==> src/rtl/mas_pkg.sv <==
/*
 Constants shared by the measurement activation and group sync block:
 register map, field positions, reset values, mode and timing figures.
 Assumes a 20 MHz system clock and a 32-bit Avalon-MM register port.
*/
package mas_pkg;

   // ----------------------------------------------------------------
   // Clock and time
   // ----------------------------------------------------------------
   localparam longint CLK_HZ          = 20_000_000;
   localparam longint POWERUP_MS      = 1200;
   localparam longint POWERUP_CYC     = (POWERUP_MS * CLK_HZ) / 1000;
   localparam longint MEAS_MS         = 50;
   localparam longint MEAS_CYC        = (MEAS_MS * CLK_HZ) / 1000;
   localparam longint FLASH_MS        = 250;
   localparam longint FLASH_CYC       = (FLASH_MS * CLK_HZ) / 1000;
   localparam int     CNT_W           = 32;

   // ----------------------------------------------------------------
   // Modes and defaults
   // ----------------------------------------------------------------
   typedef enum logic [1:0] {
      MAS_CONT,
      MAS_POLL,
      MAS_MASTER,
      MAS_SLAVE
   } mas_mode_t;

   localparam logic [2:0] PHASE_DEF   = 3'h2;
   localparam logic [2:0] PHASE_MIN   = 3'h1;
   localparam logic [2:0] PHASE_MAX   = 3'h5;
   localparam logic [7:0] ADDR_DEF    = 8'h01;
   localparam logic [7:0] ADDR_MAX    = 8'hF7;
   localparam logic [2:0] BAUD_DEF    = 3'h0;
   localparam logic [3:0] TEACH_SYNC_LO = 4'hD;
   localparam logic [3:0] TEACH_SYNC_HI = 4'hF;

   // ----------------------------------------------------------------
   // Register offsets (byte addresses)
   // ----------------------------------------------------------------
   localparam logic [5:0] REG_CTRL    = 6'h00;
   localparam logic [5:0] REG_MEASIVL = 6'h04;
   localparam logic [5:0] REG_NOSYNC  = 6'h08;
   localparam logic [5:0] REG_SERIAL  = 6'h0C;
   localparam logic [5:0] REG_STATUS  = 6'h10;
   localparam logic [5:0] REG_DIST    = 6'h14;
   localparam logic [5:0] REG_RESULT  = 6'h18;

   // CTRL fields
   localparam int CTRL_MODE_LSB  = 0;
   localparam int CTRL_PHASE_LSB = 4;
   localparam int CTRL_SLPH_LSB  = 8;
   localparam int CTRL_MSYNC_BIT = 12;

   // SERIAL fields
   localparam int SER_ADDR_LSB = 0;
   localparam int SER_BAUD_LSB = 8;

   // STATUS fields
   localparam int ST_BUSY_BIT    = 0;
   localparam int ST_VALID_BIT   = 1;
   localparam int ST_NOSYNC_BIT  = 2;
   localparam int ST_NOOUT_BIT   = 3;
   localparam int ST_READY_BIT   = 4;
   localparam int ST_PEND_BIT    = 5;
   localparam int ST_BUSOWN_BIT  = 6;

   localparam logic [31:0] UNMAPPED_RD = 32'hDEAD_BEEF;

endpackage : mas_pkg

==> src/rtl/mas_activation_sync.sv <==
/*
 Measurement activation and group sync sequencer with Avalon-MM registers.
 Assumes an external ranging engine, serial framer and one 20 MHz clock.
*/
// Chosen here: the register addresses and register access over Avalon-MM.
// Functional notes
// Within 1200 ms of power: indicator red, outputs at power-up states, then start.
// Outputs hold power-up values and no distance until first process completes.
// Mode is continuous, start-on-poll, master or slave; continuous by default.
// Continuous: start every interval; on completion update outputs, store distance.
// Continuous: poll returns stored distance without disturbing the cycle.
// Poll mode: start only on poll; on completion update, store, go idle.
// Poll mode: reply carries previous completed distance, not the triggered one.
// Poll during a running process: finish it, then run one more.
// Master repeats at phase count times measurement interval.
// Master sends only timing commands; no distance, no poll answers.
// Slave starts on master command, offset by its phase 1 to 5.
// Master phase count 1 to 5, default 2.
// One phase master and phase-1 slaves measure together.
// Other party never sets slave phase above master count; such slave idles.
// Missing commands: slave stops, flashes red/green, then no-sync outputs after delay.
// Commands resume: leave no-sync, stop flash, resume measuring and updates.
// Sync traffic and ordinary serial never share the bus.
// Master and slave still update outputs after each measurement.
// Group holds 2 to 32 sensors, one master, rest slaves.
// Apart from sync, serial is addressed Modbus slave traffic.
// Master ignores ordinary serial until group control or teach 13-15 ends role.
// Serial defaults 9600 8N1, address 1 within 1 to 247.
// Interval, group and no-sync timers derive from clock, reload on change; the no-sync count is not restarted when noSyncIvl changes.
// Slave declares master missing after group interval plus margin, then delays.
`timescale 1ns/10ps
module mas_activation_sync #(
   parameter int POWERUP_CYC = int'(mas_pkg::POWERUP_CYC),
   parameter int MEAS_CYC    = int'(mas_pkg::MEAS_CYC),
   parameter int FLASH_CYC   = int'(mas_pkg::FLASH_CYC),
   parameter int MARGIN_CYC  = int'(mas_pkg::MEAS_CYC),
   parameter int DIST_W      = 16
) (
   input  wire logic              clk,
   input  wire logic              sys_rst,
   // Avalon-MM slave
   input  wire logic [5:0]        address,
   input  wire logic              read,
   input  wire logic              write,
   input  wire logic [31:0]       writedata,
   input  wire logic [3:0]        byteenable,
   output logic [31:0]            readdata,
   output logic                   waitrequest,
   // Ranging engine
   output logic                   measStart,
   input  wire logic              measDone,
   input  wire logic [DIST_W-1:0] measDist,
   // Serial framer
   input  wire logic              distPoll,
   output logic                   pollReply,
   output logic [DIST_W-1:0]      replyDist,
   input  wire logic              syncCmdIn,
   output logic                   syncCmdOut,
   output logic                   modbusEnable,
   input  wire logic              teachSyncOff,
   // Outputs and indicators
   output logic                   outUpdate,
   output logic                   outPowerUp,
   output logic                   outNoSync,
   output logic                   ledRed,
   output logic                   ledGreen
);

   // ----------------------------------------------------------------
   // Configuration registers
   // ----------------------------------------------------------------
   mas_pkg::mas_mode_t              mode;
   logic [2:0]                      phaseCount;
   logic [2:0]                      slavePhase;
   logic                            masterOn;
   logic [mas_pkg::CNT_W-1:0]       measIvl;
   logic [mas_pkg::CNT_W-1:0]       noSyncIvl;
   logic [7:0]                      busAddr;
   logic [2:0]                      baudSel;

   // ----------------------------------------------------------------
   // State
   // ----------------------------------------------------------------
   logic                            ready;
   logic                            busy;
   logic                            pending;
   logic                            firstDone;
   logic                            missing;
   logic                            noSync;
   logic                            offsetRun;
   logic                            flashTick;
   logic                            flashPhase;
   logic [DIST_W-1:0]               storedDist;
   logic [31:0]                     pwrCount, resultCount, missCount, nsCount;
   logic [31:0]                     offsetCount, flashCount;
   logic                            syncMeta, syncSample, syncPrev;
   logic                            pollMeta, pollSample, pollPrev;
   logic                            teachMeta, teachSample;

   logic                            syncEdge;
   logic                            pollEdge;
   logic                            masterActive;
   logic                            slaveOk;
   logic                            ivlTick;
   logic [mas_pkg::CNT_W-1:0]       groupIvl;
   logic [mas_pkg::CNT_W-1:0]       activeIvl;
   logic                            startReq;
   logic [31:0]                     missLimit;
   logic                            wrAccess;

   // ----------------------------------------------------------------
   // Pin synchronisers
   // ----------------------------------------------------------------
   always_ff @(posedge clk or posedge sys_rst)
   begin
      if (sys_rst)
      begin
         {syncMeta, syncSample, syncPrev} <= 3'h0;
         {pollMeta, pollSample, pollPrev} <= 3'h0;
         {teachMeta, teachSample} <= 2'h0;
      end
      else
      begin
         {syncMeta, syncSample, syncPrev} <= {syncCmdIn, syncMeta, syncSample};
         {pollMeta, pollSample, pollPrev} <= {distPoll, pollMeta, pollSample};
         {teachMeta, teachSample} <= {teachSyncOff, teachMeta};
      end
   end

   assign syncEdge = syncSample && !syncPrev;
   assign pollEdge = pollSample && !pollPrev;

   assign masterActive = (mode == mas_pkg::MAS_MASTER) && masterOn;
   // Misconfigured slave phase leaves the slave idle
   assign slaveOk = slavePhase >= mas_pkg::PHASE_MIN && slavePhase <= mas_pkg::PHASE_MAX;
   assign groupIvl = mas_pkg::CNT_W'(phaseCount) * measIvl;
   assign activeIvl = (mode == mas_pkg::MAS_MASTER) ? groupIvl : measIvl;
   assign missLimit = 32'(groupIvl) + 32'(MARGIN_CYC);

   // ----------------------------------------------------------------
   // Interval timer
   // ----------------------------------------------------------------
   mas_interval_timer #(
      .CNT_W  (mas_pkg::CNT_W)
   ) u_ivl (
      .clk     (clk),
      .sys_rst (sys_rst),
      .enable  (ready && (mode == mas_pkg::MAS_CONT || masterActive)),
      .restart (1'b0),
      .period  (activeIvl),
      .tick    (ivlTick)
   );

   // ----------------------------------------------------------------
   // Avalon-MM register port
   // ----------------------------------------------------------------
   // One wait state per access: waitrequest drops the cycle after request
   assign wrAccess = write && waitrequest == 1'b0;

   always_ff @(posedge clk or posedge sys_rst)
   begin
      if (sys_rst)
         waitrequest <= 1'b1;
      else if ((read || write) && waitrequest)
         waitrequest <= 1'b0;
      else
         waitrequest <= 1'b1;
   end

   always_ff @(posedge clk or posedge sys_rst)
   begin
      if (sys_rst)
      begin
         mode       <= mas_pkg::MAS_CONT;
         phaseCount <= mas_pkg::PHASE_DEF;
         slavePhase <= mas_pkg::PHASE_MIN;
         masterOn   <= 1'b1;
         measIvl    <= mas_pkg::CNT_W'(mas_pkg::MEAS_CYC);
         noSyncIvl  <= mas_pkg::CNT_W'(mas_pkg::MEAS_CYC);
         busAddr    <= mas_pkg::ADDR_DEF;
         baudSel    <= mas_pkg::BAUD_DEF;
      end
      else
      begin
         // Teach selection 13 to 15 drops the master role
         if (teachSample)
            masterOn <= 1'b0;
         if (wrAccess && byteenable[0] && address == mas_pkg::REG_CTRL)
         begin
            mode <= mas_pkg::mas_mode_t'(writedata[mas_pkg::CTRL_MODE_LSB +: 2]);
         end
         if (wrAccess && byteenable[1] && address == mas_pkg::REG_CTRL)
         begin
            if (writedata[mas_pkg::CTRL_PHASE_LSB +: 3] >= mas_pkg::PHASE_MIN &&
                writedata[mas_pkg::CTRL_PHASE_LSB +: 3] <= mas_pkg::PHASE_MAX)
               phaseCount <= writedata[mas_pkg::CTRL_PHASE_LSB +: 3];
            slavePhase <= writedata[mas_pkg::CTRL_SLPH_LSB +: 3];
            masterOn   <= writedata[mas_pkg::CTRL_MSYNC_BIT];
         end
         if (wrAccess && address == mas_pkg::REG_MEASIVL && writedata != '0)
            measIvl <= writedata;
         if (wrAccess && address == mas_pkg::REG_NOSYNC && writedata != '0)
            noSyncIvl <= writedata;
         if (wrAccess && byteenable[0] && address == mas_pkg::REG_SERIAL &&
             writedata[mas_pkg::SER_ADDR_LSB +: 8] != 8'h00 &&
             writedata[mas_pkg::SER_ADDR_LSB +: 8] <= mas_pkg::ADDR_MAX)
            busAddr <= writedata[mas_pkg::SER_ADDR_LSB +: 8];
         if (wrAccess && byteenable[1] && address == mas_pkg::REG_SERIAL)
            baudSel <= writedata[mas_pkg::SER_BAUD_LSB +: 3];
      end
   end

   always_ff @(posedge clk or posedge sys_rst)
   begin
      if (sys_rst)
         readdata <= '0;
      else if (read && waitrequest)
      begin
         case (address)
            mas_pkg::REG_CTRL:
               readdata <= {19'h0_0000, masterOn, 1'b0, slavePhase, 1'b0, phaseCount,
                            2'h0, 2'(mode)};
            mas_pkg::REG_MEASIVL: readdata <= measIvl;
            mas_pkg::REG_NOSYNC:  readdata <= noSyncIvl;
            mas_pkg::REG_SERIAL:  readdata <= {21'h00_0000, baudSel, busAddr};
            mas_pkg::REG_STATUS:
               readdata <= {25'h000_0000, !masterActive, pending, ready, noSync,
                            missing, firstDone, busy};
            mas_pkg::REG_DIST:    readdata <= 32'(storedDist);
            mas_pkg::REG_RESULT:  readdata <= resultCount;
            default:              readdata <= mas_pkg::UNMAPPED_RD;
         endcase
      end
   end

   // ----------------------------------------------------------------
   // Power-up sequencing
   // ----------------------------------------------------------------
   always_ff @(posedge clk or posedge sys_rst)
   begin
      if (sys_rst)
      begin
         pwrCount <= '0;
         ready    <= 1'b0;
      end
      // Ready well inside the power-up bound; count is a parameter for sim
      else if (!ready)
      begin
         if (pwrCount >= 32'(POWERUP_CYC / 2))
            ready <= 1'b1;
         else
            pwrCount <= pwrCount + 32'h0000_0001;
      end
   end

   // ----------------------------------------------------------------
   // Slave sync supervision and phase offset
   // ----------------------------------------------------------------
   always_ff @(posedge clk or posedge sys_rst)
   begin
      if (sys_rst)
      begin
         missCount <= '0;
         missing   <= 1'b0;
         nsCount   <= '0;
         noSync    <= 1'b0;
      end
      else if (mode != mas_pkg::MAS_SLAVE || !ready || syncEdge)
      begin
         missCount <= '0;
         missing   <= 1'b0;
         nsCount   <= '0;
         noSync    <= 1'b0;
      end
      else if (!missing)
      begin
         if (missCount >= missLimit)
            missing <= 1'b1;
         else
            missCount <= missCount + 32'h0000_0001;
      end
      else if (!noSync)
      begin
         if (nsCount >= 32'(noSyncIvl))
            noSync <= 1'b1;
         else
            nsCount <= nsCount + 32'h0000_0001;
      end
   end

   always_ff @(posedge clk or posedge sys_rst)
   begin
      if (sys_rst)
      begin
         offsetRun   <= 1'b0;
         offsetCount <= '0;
      end
      else if (mode != mas_pkg::MAS_SLAVE || !slaveOk || slavePhase > phaseCount)
      begin
         offsetRun   <= 1'b0;
         offsetCount <= '0;
      end
      // Phase 1 starts on the command itself, phase n waits n-1 intervals
      else if (syncEdge)
      begin
         offsetRun   <= 1'b1;
         offsetCount <= 32'(slavePhase - mas_pkg::PHASE_MIN) * 32'(measIvl);
      end
      else if (offsetRun && offsetCount != '0)
         offsetCount <= offsetCount - 32'h0000_0001;
      else
         offsetRun <= 1'b0;
   end

   // ----------------------------------------------------------------
   // Measurement start control
   // ----------------------------------------------------------------
   always_comb
   begin
      startReq = 1'b0;
      case (mode)
         mas_pkg::MAS_CONT:   startReq = ivlTick;
         mas_pkg::MAS_POLL:   startReq = pollEdge || pending;
         mas_pkg::MAS_MASTER: startReq = ivlTick;
         mas_pkg::MAS_SLAVE:  startReq = offsetRun && offsetCount == '0 && !missing;
         default:             startReq = 1'b0;
      endcase
   end

   always_ff @(posedge clk or posedge sys_rst)
   begin
      if (sys_rst)
      begin
         busy      <= 1'b0;
         pending   <= 1'b0;
         measStart <= 1'b0;
      end
      else
      begin
         measStart <= 1'b0;
         // Poll during a process is queued, never dropped
         if (mode == mas_pkg::MAS_POLL && pollEdge && (busy || measStart))
            pending <= 1'b1;
         if (measDone)
            busy <= 1'b0;
         if (ready && startReq && !busy && !measStart && !measDone)
         begin
            busy      <= 1'b1;
            measStart <= 1'b1;
            if (mode == mas_pkg::MAS_POLL && !pollEdge)
               pending <= 1'b0;
         end
         if (mode != mas_pkg::MAS_POLL)
            pending <= 1'b0;
      end
   end

   // ----------------------------------------------------------------
   // Result store and output update
   // ----------------------------------------------------------------
   always_ff @(posedge clk or posedge sys_rst)
   begin
      if (sys_rst)
      begin
         storedDist  <= '0;
         firstDone   <= 1'b0;
         resultCount <= '0;
         outUpdate   <= 1'b0;
         outPowerUp  <= 1'b1;
         outNoSync   <= 1'b0;
      end
      else
      begin
         outUpdate <= 1'b0;
         outNoSync <= noSync;
         if (measDone && busy && !(mode == mas_pkg::MAS_SLAVE && missing))
         begin
            storedDist  <= measDist;
            firstDone   <= 1'b1;
            resultCount <= resultCount + 32'h0000_0001;
            outUpdate   <= 1'b1;
            outPowerUp  <= 1'b0;
         end
      end
   end

   // ----------------------------------------------------------------
   // Serial side: poll replies, sync commands, bus ownership
   // ----------------------------------------------------------------
   always_ff @(posedge clk or posedge sys_rst)
   begin
      if (sys_rst)
      begin
         pollReply    <= 1'b0;
         replyDist    <= '0;
         syncCmdOut   <= 1'b0;
         modbusEnable <= 1'b0;
      end
      else
      begin
         // Sync traffic and Modbus are exclusive on the shared pair
         modbusEnable <= ready && !masterActive;
         syncCmdOut   <= masterActive && ivlTick && ready;
         pollReply    <= 1'b0;
         // Reply uses the value stored before this poll's own process
         if (pollEdge && ready && !masterActive && mode != mas_pkg::MAS_SLAVE &&
             firstDone)
         begin
            pollReply <= 1'b1;
            replyDist <= storedDist;
         end
      end
   end

   // ----------------------------------------------------------------
   // Target indicator
   // ----------------------------------------------------------------
   always_ff @(posedge clk or posedge sys_rst)
   begin
      if (sys_rst)
      begin
         flashCount <= '0;
         flashTick  <= 1'b0;
         flashPhase <= 1'b0;
         ledRed     <= 1'b1;
         ledGreen   <= 1'b0;
      end
      else
      begin
         flashTick <= 1'b0;
         if (flashCount >= 32'(FLASH_CYC - 1))
         begin
            flashCount <= '0;
            flashTick  <= 1'b1;
         end
         else
            flashCount <= flashCount + 32'h0000_0001;
         if (flashTick)
            flashPhase <= !flashPhase;
         if (missing)
         begin
            ledRed   <= !flashPhase;
            ledGreen <= flashPhase;
         end
         else if (!firstDone)
         begin
            ledRed   <= 1'b1;
            ledGreen <= 1'b0;
         end
         else
         begin
            ledRed   <= 1'b0;
            ledGreen <= 1'b1;
         end
      end
   end

endmodule : mas_activation_sync

==> src/rtl/mas_interval_timer.sv <==
/*
 Down-counting interval timer giving a one-cycle tick each period.
 Reloads at once when the period value changes, or on restart.
 Assumes period is at least one and comes from the same clock.
*/
`timescale 1ns/10ps
module mas_interval_timer #(
   parameter int CNT_W = 32
) (
   input  wire logic             clk,
   input  wire logic             sys_rst,
   input  wire logic             enable,
   input  wire logic             restart,
   input  wire logic [CNT_W-1:0] period,
   output logic                  tick
);

   logic [CNT_W-1:0] count;
   logic [CNT_W-1:0] lastPeriod;

   always_ff @(posedge clk or posedge sys_rst)
   begin
      if (sys_rst)
      begin
         count      <= '0;
         lastPeriod <= '0;
         tick       <= 1'b0;
      end
      else
      begin
         lastPeriod <= period;
         tick       <= 1'b0;
         // Changed period restarts counting so no stale long wait remains
         if (!enable || restart || period != lastPeriod)
            count <= period - CNT_W'(1);
         else if (count == '0)
         begin
            tick  <= 1'b1;
            count <= period - CNT_W'(1);
         end
         else
            count <= count - CNT_W'(1);
      end
   end

endmodule : mas_interval_timer

==> config.mk <==
export PLATFORM = sky130hd
export DESIGN_NAME = mas_activation_sync
export DESIGN_NICKNAME = d
export VERILOG_FILES = /design/src/rtl/mas_pkg.sv /design/src/rtl/mas_activation_sync.sv /design/src/rtl/mas_interval_timer.sv
export SDC_FILE = /design/constraint.sdc
export NUM_CORES = 2
export LEC_CHECK = 0
export BUFFER_PORTS_ARGS = -buffer_cell sky130_fd_sc_hd__buf_2
export CAP_MARGIN = 5
export CORE_AREA = 8 8 218 324
export CTS_CLUSTER_DIAMETER = 80
export DETAILED_ROUTE_END_ITERATION = 8
export DIE_AREA = 0 0 226 332
export GPL_ROUTABILITY_DRIVEN = 0
export HOLD_SLACK_MARGIN = 0.15
export PLACE_DENSITY = 0.73
export SYNTH_ARGS = -nofsm -noshare
export SYNTH_HDL_FRONTEND = slang
export SYNTH_HIERARCHICAL = 1
export SYNTH_SLANG_ARGS = --single-unit
==> constraint.sdc <==
create_clock -name clk -period 16.85 [get_ports clk]
set_input_delay 3.37 -clock clk [delete_from_list [all_inputs] [get_ports clk]]
set_output_delay 3.37 -clock clk [all_outputs]
set_load 0.03 [all_outputs]
==> flow_summary_export.csv <==
group,metric,value,unit
run_status,status,"completed",
power,switching_share,31.9,%
clock_tree,ctsResizeCount,0,
yosys,syn-cell-area,29200,um2
sta,drv_slew,0,
cells_and_area,layout_commonest_cell,"dfrtp_1",
detailed_routing,dr.pass1.iters,8,
yosys,yosys.area.top_type,"dfrtp_1",
yosys,yosysWarnings,6,
yosys,synth_cell_type_count,92,
worst_hold_path,worstHoldStart,"pollMeta",
sta,relSlewSlack,18.6,%
yosys,yosys_most_used_dff,"dfrtp_1",
global_route,grt_overflow_total,0,
detailed_routing,drt_iter0_markers,1629,
die,die-area,75000,um2
placed_design,dpl.hpwl,59100,um
power,max-vdd-ir-drop,80.8,uV
clock_tree,cts_sinks,432,
yosys,synth_edf_count,0,
clock_tree,cts_max_path_buffers,3,
detailed_routing,vias,23100,
power,p_leak,15.2,nW
placed_design,port_buffers,121,
clock_tree,numCtsBuffers,42,
detailed_routing,route.detailed.drc,0,
clock_tree,clockRootBuffer,"clkbuf_16",
yosys,async_flop_share,100,%
cells_and_area,area_growth,10.4,%
detailed_routing,wl,78200,um
clock_tree,cts_hold_buf,0,
clock_tree,h-tree-depth,2,
global_route,antenna_found_initial,6,
cells_and_area,n_fill_cell,6120,
worst_setup_path,cp_slowest_stage_delay,1.14,ns
power,power,2.92,mW
cells_and_area,drive_gt1_share,12.3,%
die,io_pins,124,
clock_tree,cts_tree,"done",
die,start_util,44.3,%
detailed_routing,ant_nets,0,
clock_tree,insertion_delay,0.59,ns
power,internal_power,1.98,mW
die,core_area,66000,um2
detailed_routing,avgRoutedWirePerCell,19.1,um
worst_setup_path,cp_slowest_cell,"dfrtp_1",
power,power_frac_clock,35.5,%
global_route,grt_start_max_net_pins,112,
global_route,grt_pass1_vias,23500,
power,power_density,90.4,nW/um2
cells_and_area,ff_latch_area,10800,um2
worst_setup_path,arrival,8.98,ns
sta,min_period,8.50,ns
yosys,synthTopCellsByArea,"dfrtp_1 35%, ha_1 7.3%, fa_1 6.0%",
sta,worst_slew_pin_slew,1.22,ns
worst_setup_path,cp_common_cell,"a21o_1",
global_route,grt_use_total,20.8,%
clock_tree,clk_pin_slew,0.07,ns
sta,fmax,118,MHz
sta,finalCritPeriodShare,50.4,%
worst_setup_path,cp_max_fo,32,
yosys,syn_inst,3117,
worst_hold_path,worstHoldPathType,"flip-flop to flip-flop",
cells_and_area,fin_area,32300,um2
worst_setup_path,endpoint_kind,"flip-flop",
sta,rsz0062_at_grt,"no",
die,fp-row-count,116,
yosys,yosysSeqAreaShare,37.1,%
detailed_routing,via_per_inst,5.63,
cells_and_area,final_nets,3504,
worst_setup_path,r2r_start,"phaseCount[2]",
power,power_frac_comb,23.6,%
worst_setup_path,crit_path_start_kind,"flip-flop",
worst_setup_path,startpoint,"phaseCount[2]",
power,seqPwrFrac,40.8,%
worst_setup_path,crit_type,"flip-flop to flip-flop",
die,die_w,226,um
sta,hold_violations,0,
sta,holdWs,0.355,ns
sta,fin_skew,0.0252,ns
sta,setup_viol,0,
yosys,avgSynthCellArea,9.38,um2
yosys,ys_seq_elements,432,
worst_setup_path,cp.required,17.34,ns
sta,setup_tns,0,ns
yosys,synth_top_area_share,35.2,%
cells_and_area,utilization,48.9,%
cells_and_area,multi_input_comb_area,17100,um2
power,p_switching,0.931,mW
placed_design,dpl_cell_area,30700,um2
clock_tree,cts_setup_buffers,0,
global_route,grt_pass1_wl,126000,um
cells_and_area,mostFrequentLayoutCells,"411 x dfrtp_1, 358 x nand2_1, 228 x nor2_1",
job,maxCapViolCount,0,
die,die_h,332,um
## per-layer routing
layer	wire length [um]	up-vias	part of all wire [%]	track usage [%]
met4	5140	2	6.6	12.7
met3	3170	236	4.1	2.69
met5	13	-	0.017	0
met2	39300	593	50	36.4
li1	-	10800	-	-
met1	30600	11500	39	23.7
## state kept, by name (all words and copies together) (netlist names), 2 cells and up
register,count
u_ivl/count,32
nsCount,32
pwrCount,32
mode,2
slavePhase,3
measIvl,32
flashCount,32
readdata,32
resultCount,32
baudSel,3
missCount,32
u_ivl/lastPeriod,32
offsetCount,32
storedDist,16
noSyncIvl,32
busAddr,8
replyDist,16
phaseCount,3
## worst paths after layout
kind,end,slack [ns],cells after the start
max,missCount[30],8.35,27
min,pollSample,0.36,0
max reg2reg,missCount[30],8.35,27
min reg2reg,pollSample,0.36,0
max in group asynchronous,readdata[24],11.71,4
min in group asynchronous,offsetCount[27],2.89,2
## layout make-up
| cell class | instances | share of cell area (%) |
|---|---|---|
| diodes | 4 | 0.0310 |
| clock buffers | 51 | 3.61 |
| clock inverters | 26 | 1.15 |
| inverters | 200 | 2.35 |
| multi-input cells | 2347 | 53.1 |
| flip-flops and latches | 432 | 33.6 |
| well taps | 885 | 3.43 |
| repair buffers | 157 | 2.71 |
## cells in the mapped netlist, drive strengths merged, types with 8 or more instances
cell	n
a21o	50
o21bai	9
nor3	52
mux2i	50
and4	8
dfstp	21
nor2	229
a21oi	100
clkbuf	134
o211ai	18
or4	28
inv	199
nor4	59
fa	88
xor2	159
or3	33
and3	38
nor3b	8
o21ai	105
nand2b	101
a211oi	30
nand4	56
and2	28
nand2	360
a221oi	22
dfrtp	411
nand3	96
mux2	96
xnor2	144
buf	14
a31oi	22
ha	170
nor2b	58
o21a	10
or2	8
o31ai	18
## worst max-delay path: cells and delay by family (launching register included)
family | cells | cell delay [ns]
buffers and inverters | 1 | 0.04
XOR/XNOR | 2 | 0.46
AND/OR/NAND/NOR | 8 | 2.51
AO/OA/AOI/OAI | 13 | 3.10
adder cells (fa/ha/maj) | 3 | 1.11
flip-flops | 1 | 1.14
## cells by family after synthesis
family / count (synthesis) / share of synthesized area (%)
AO/OA/AOI/OAI: 448 / 10.3
XOR/XNOR: 303 / 9.14
adder cells (fa/ha/maj): 258 / 13.3
buffers and inverters: 348 / 4.55
flip-flops: 432 / 37.1
multiplexers: 146 / 5.41
other: 1 / 0.0128
AND/OR/NAND/NOR: 1181 / 20.2
## power groups by stage
| stage | Combinational [mW] | Sequential [mW] | Clock [mW] |
|---|---|---|---|
| after CTS | 0.688 | 1.19 | 1.06 |
| after floorplan | 0.516 | 1.18 | 0 |
| after detailed placement | 0.682 | 1.21 | 0 |
| final | 0.688 | 1.19 | 1.04 |
| after global placement | 0.668 | 1.20 | 0 |
| after global routing | 0.768 | 1.20 | 1.09 |
## metrics by stage
| step | cells | worst slack [ns] |
|---|---|---|
| after floorplan | 3127 | 3.33 |
| after global placement | 4021 | 8.56 |
| after detailed placement | 4021 | 8.45 |
| after CTS | 4098 | 8.40 |
| after global routing | 4101 | 7.81 |
| final | 4102 | 8.35 |
Power figures use the tool's default switching activity.
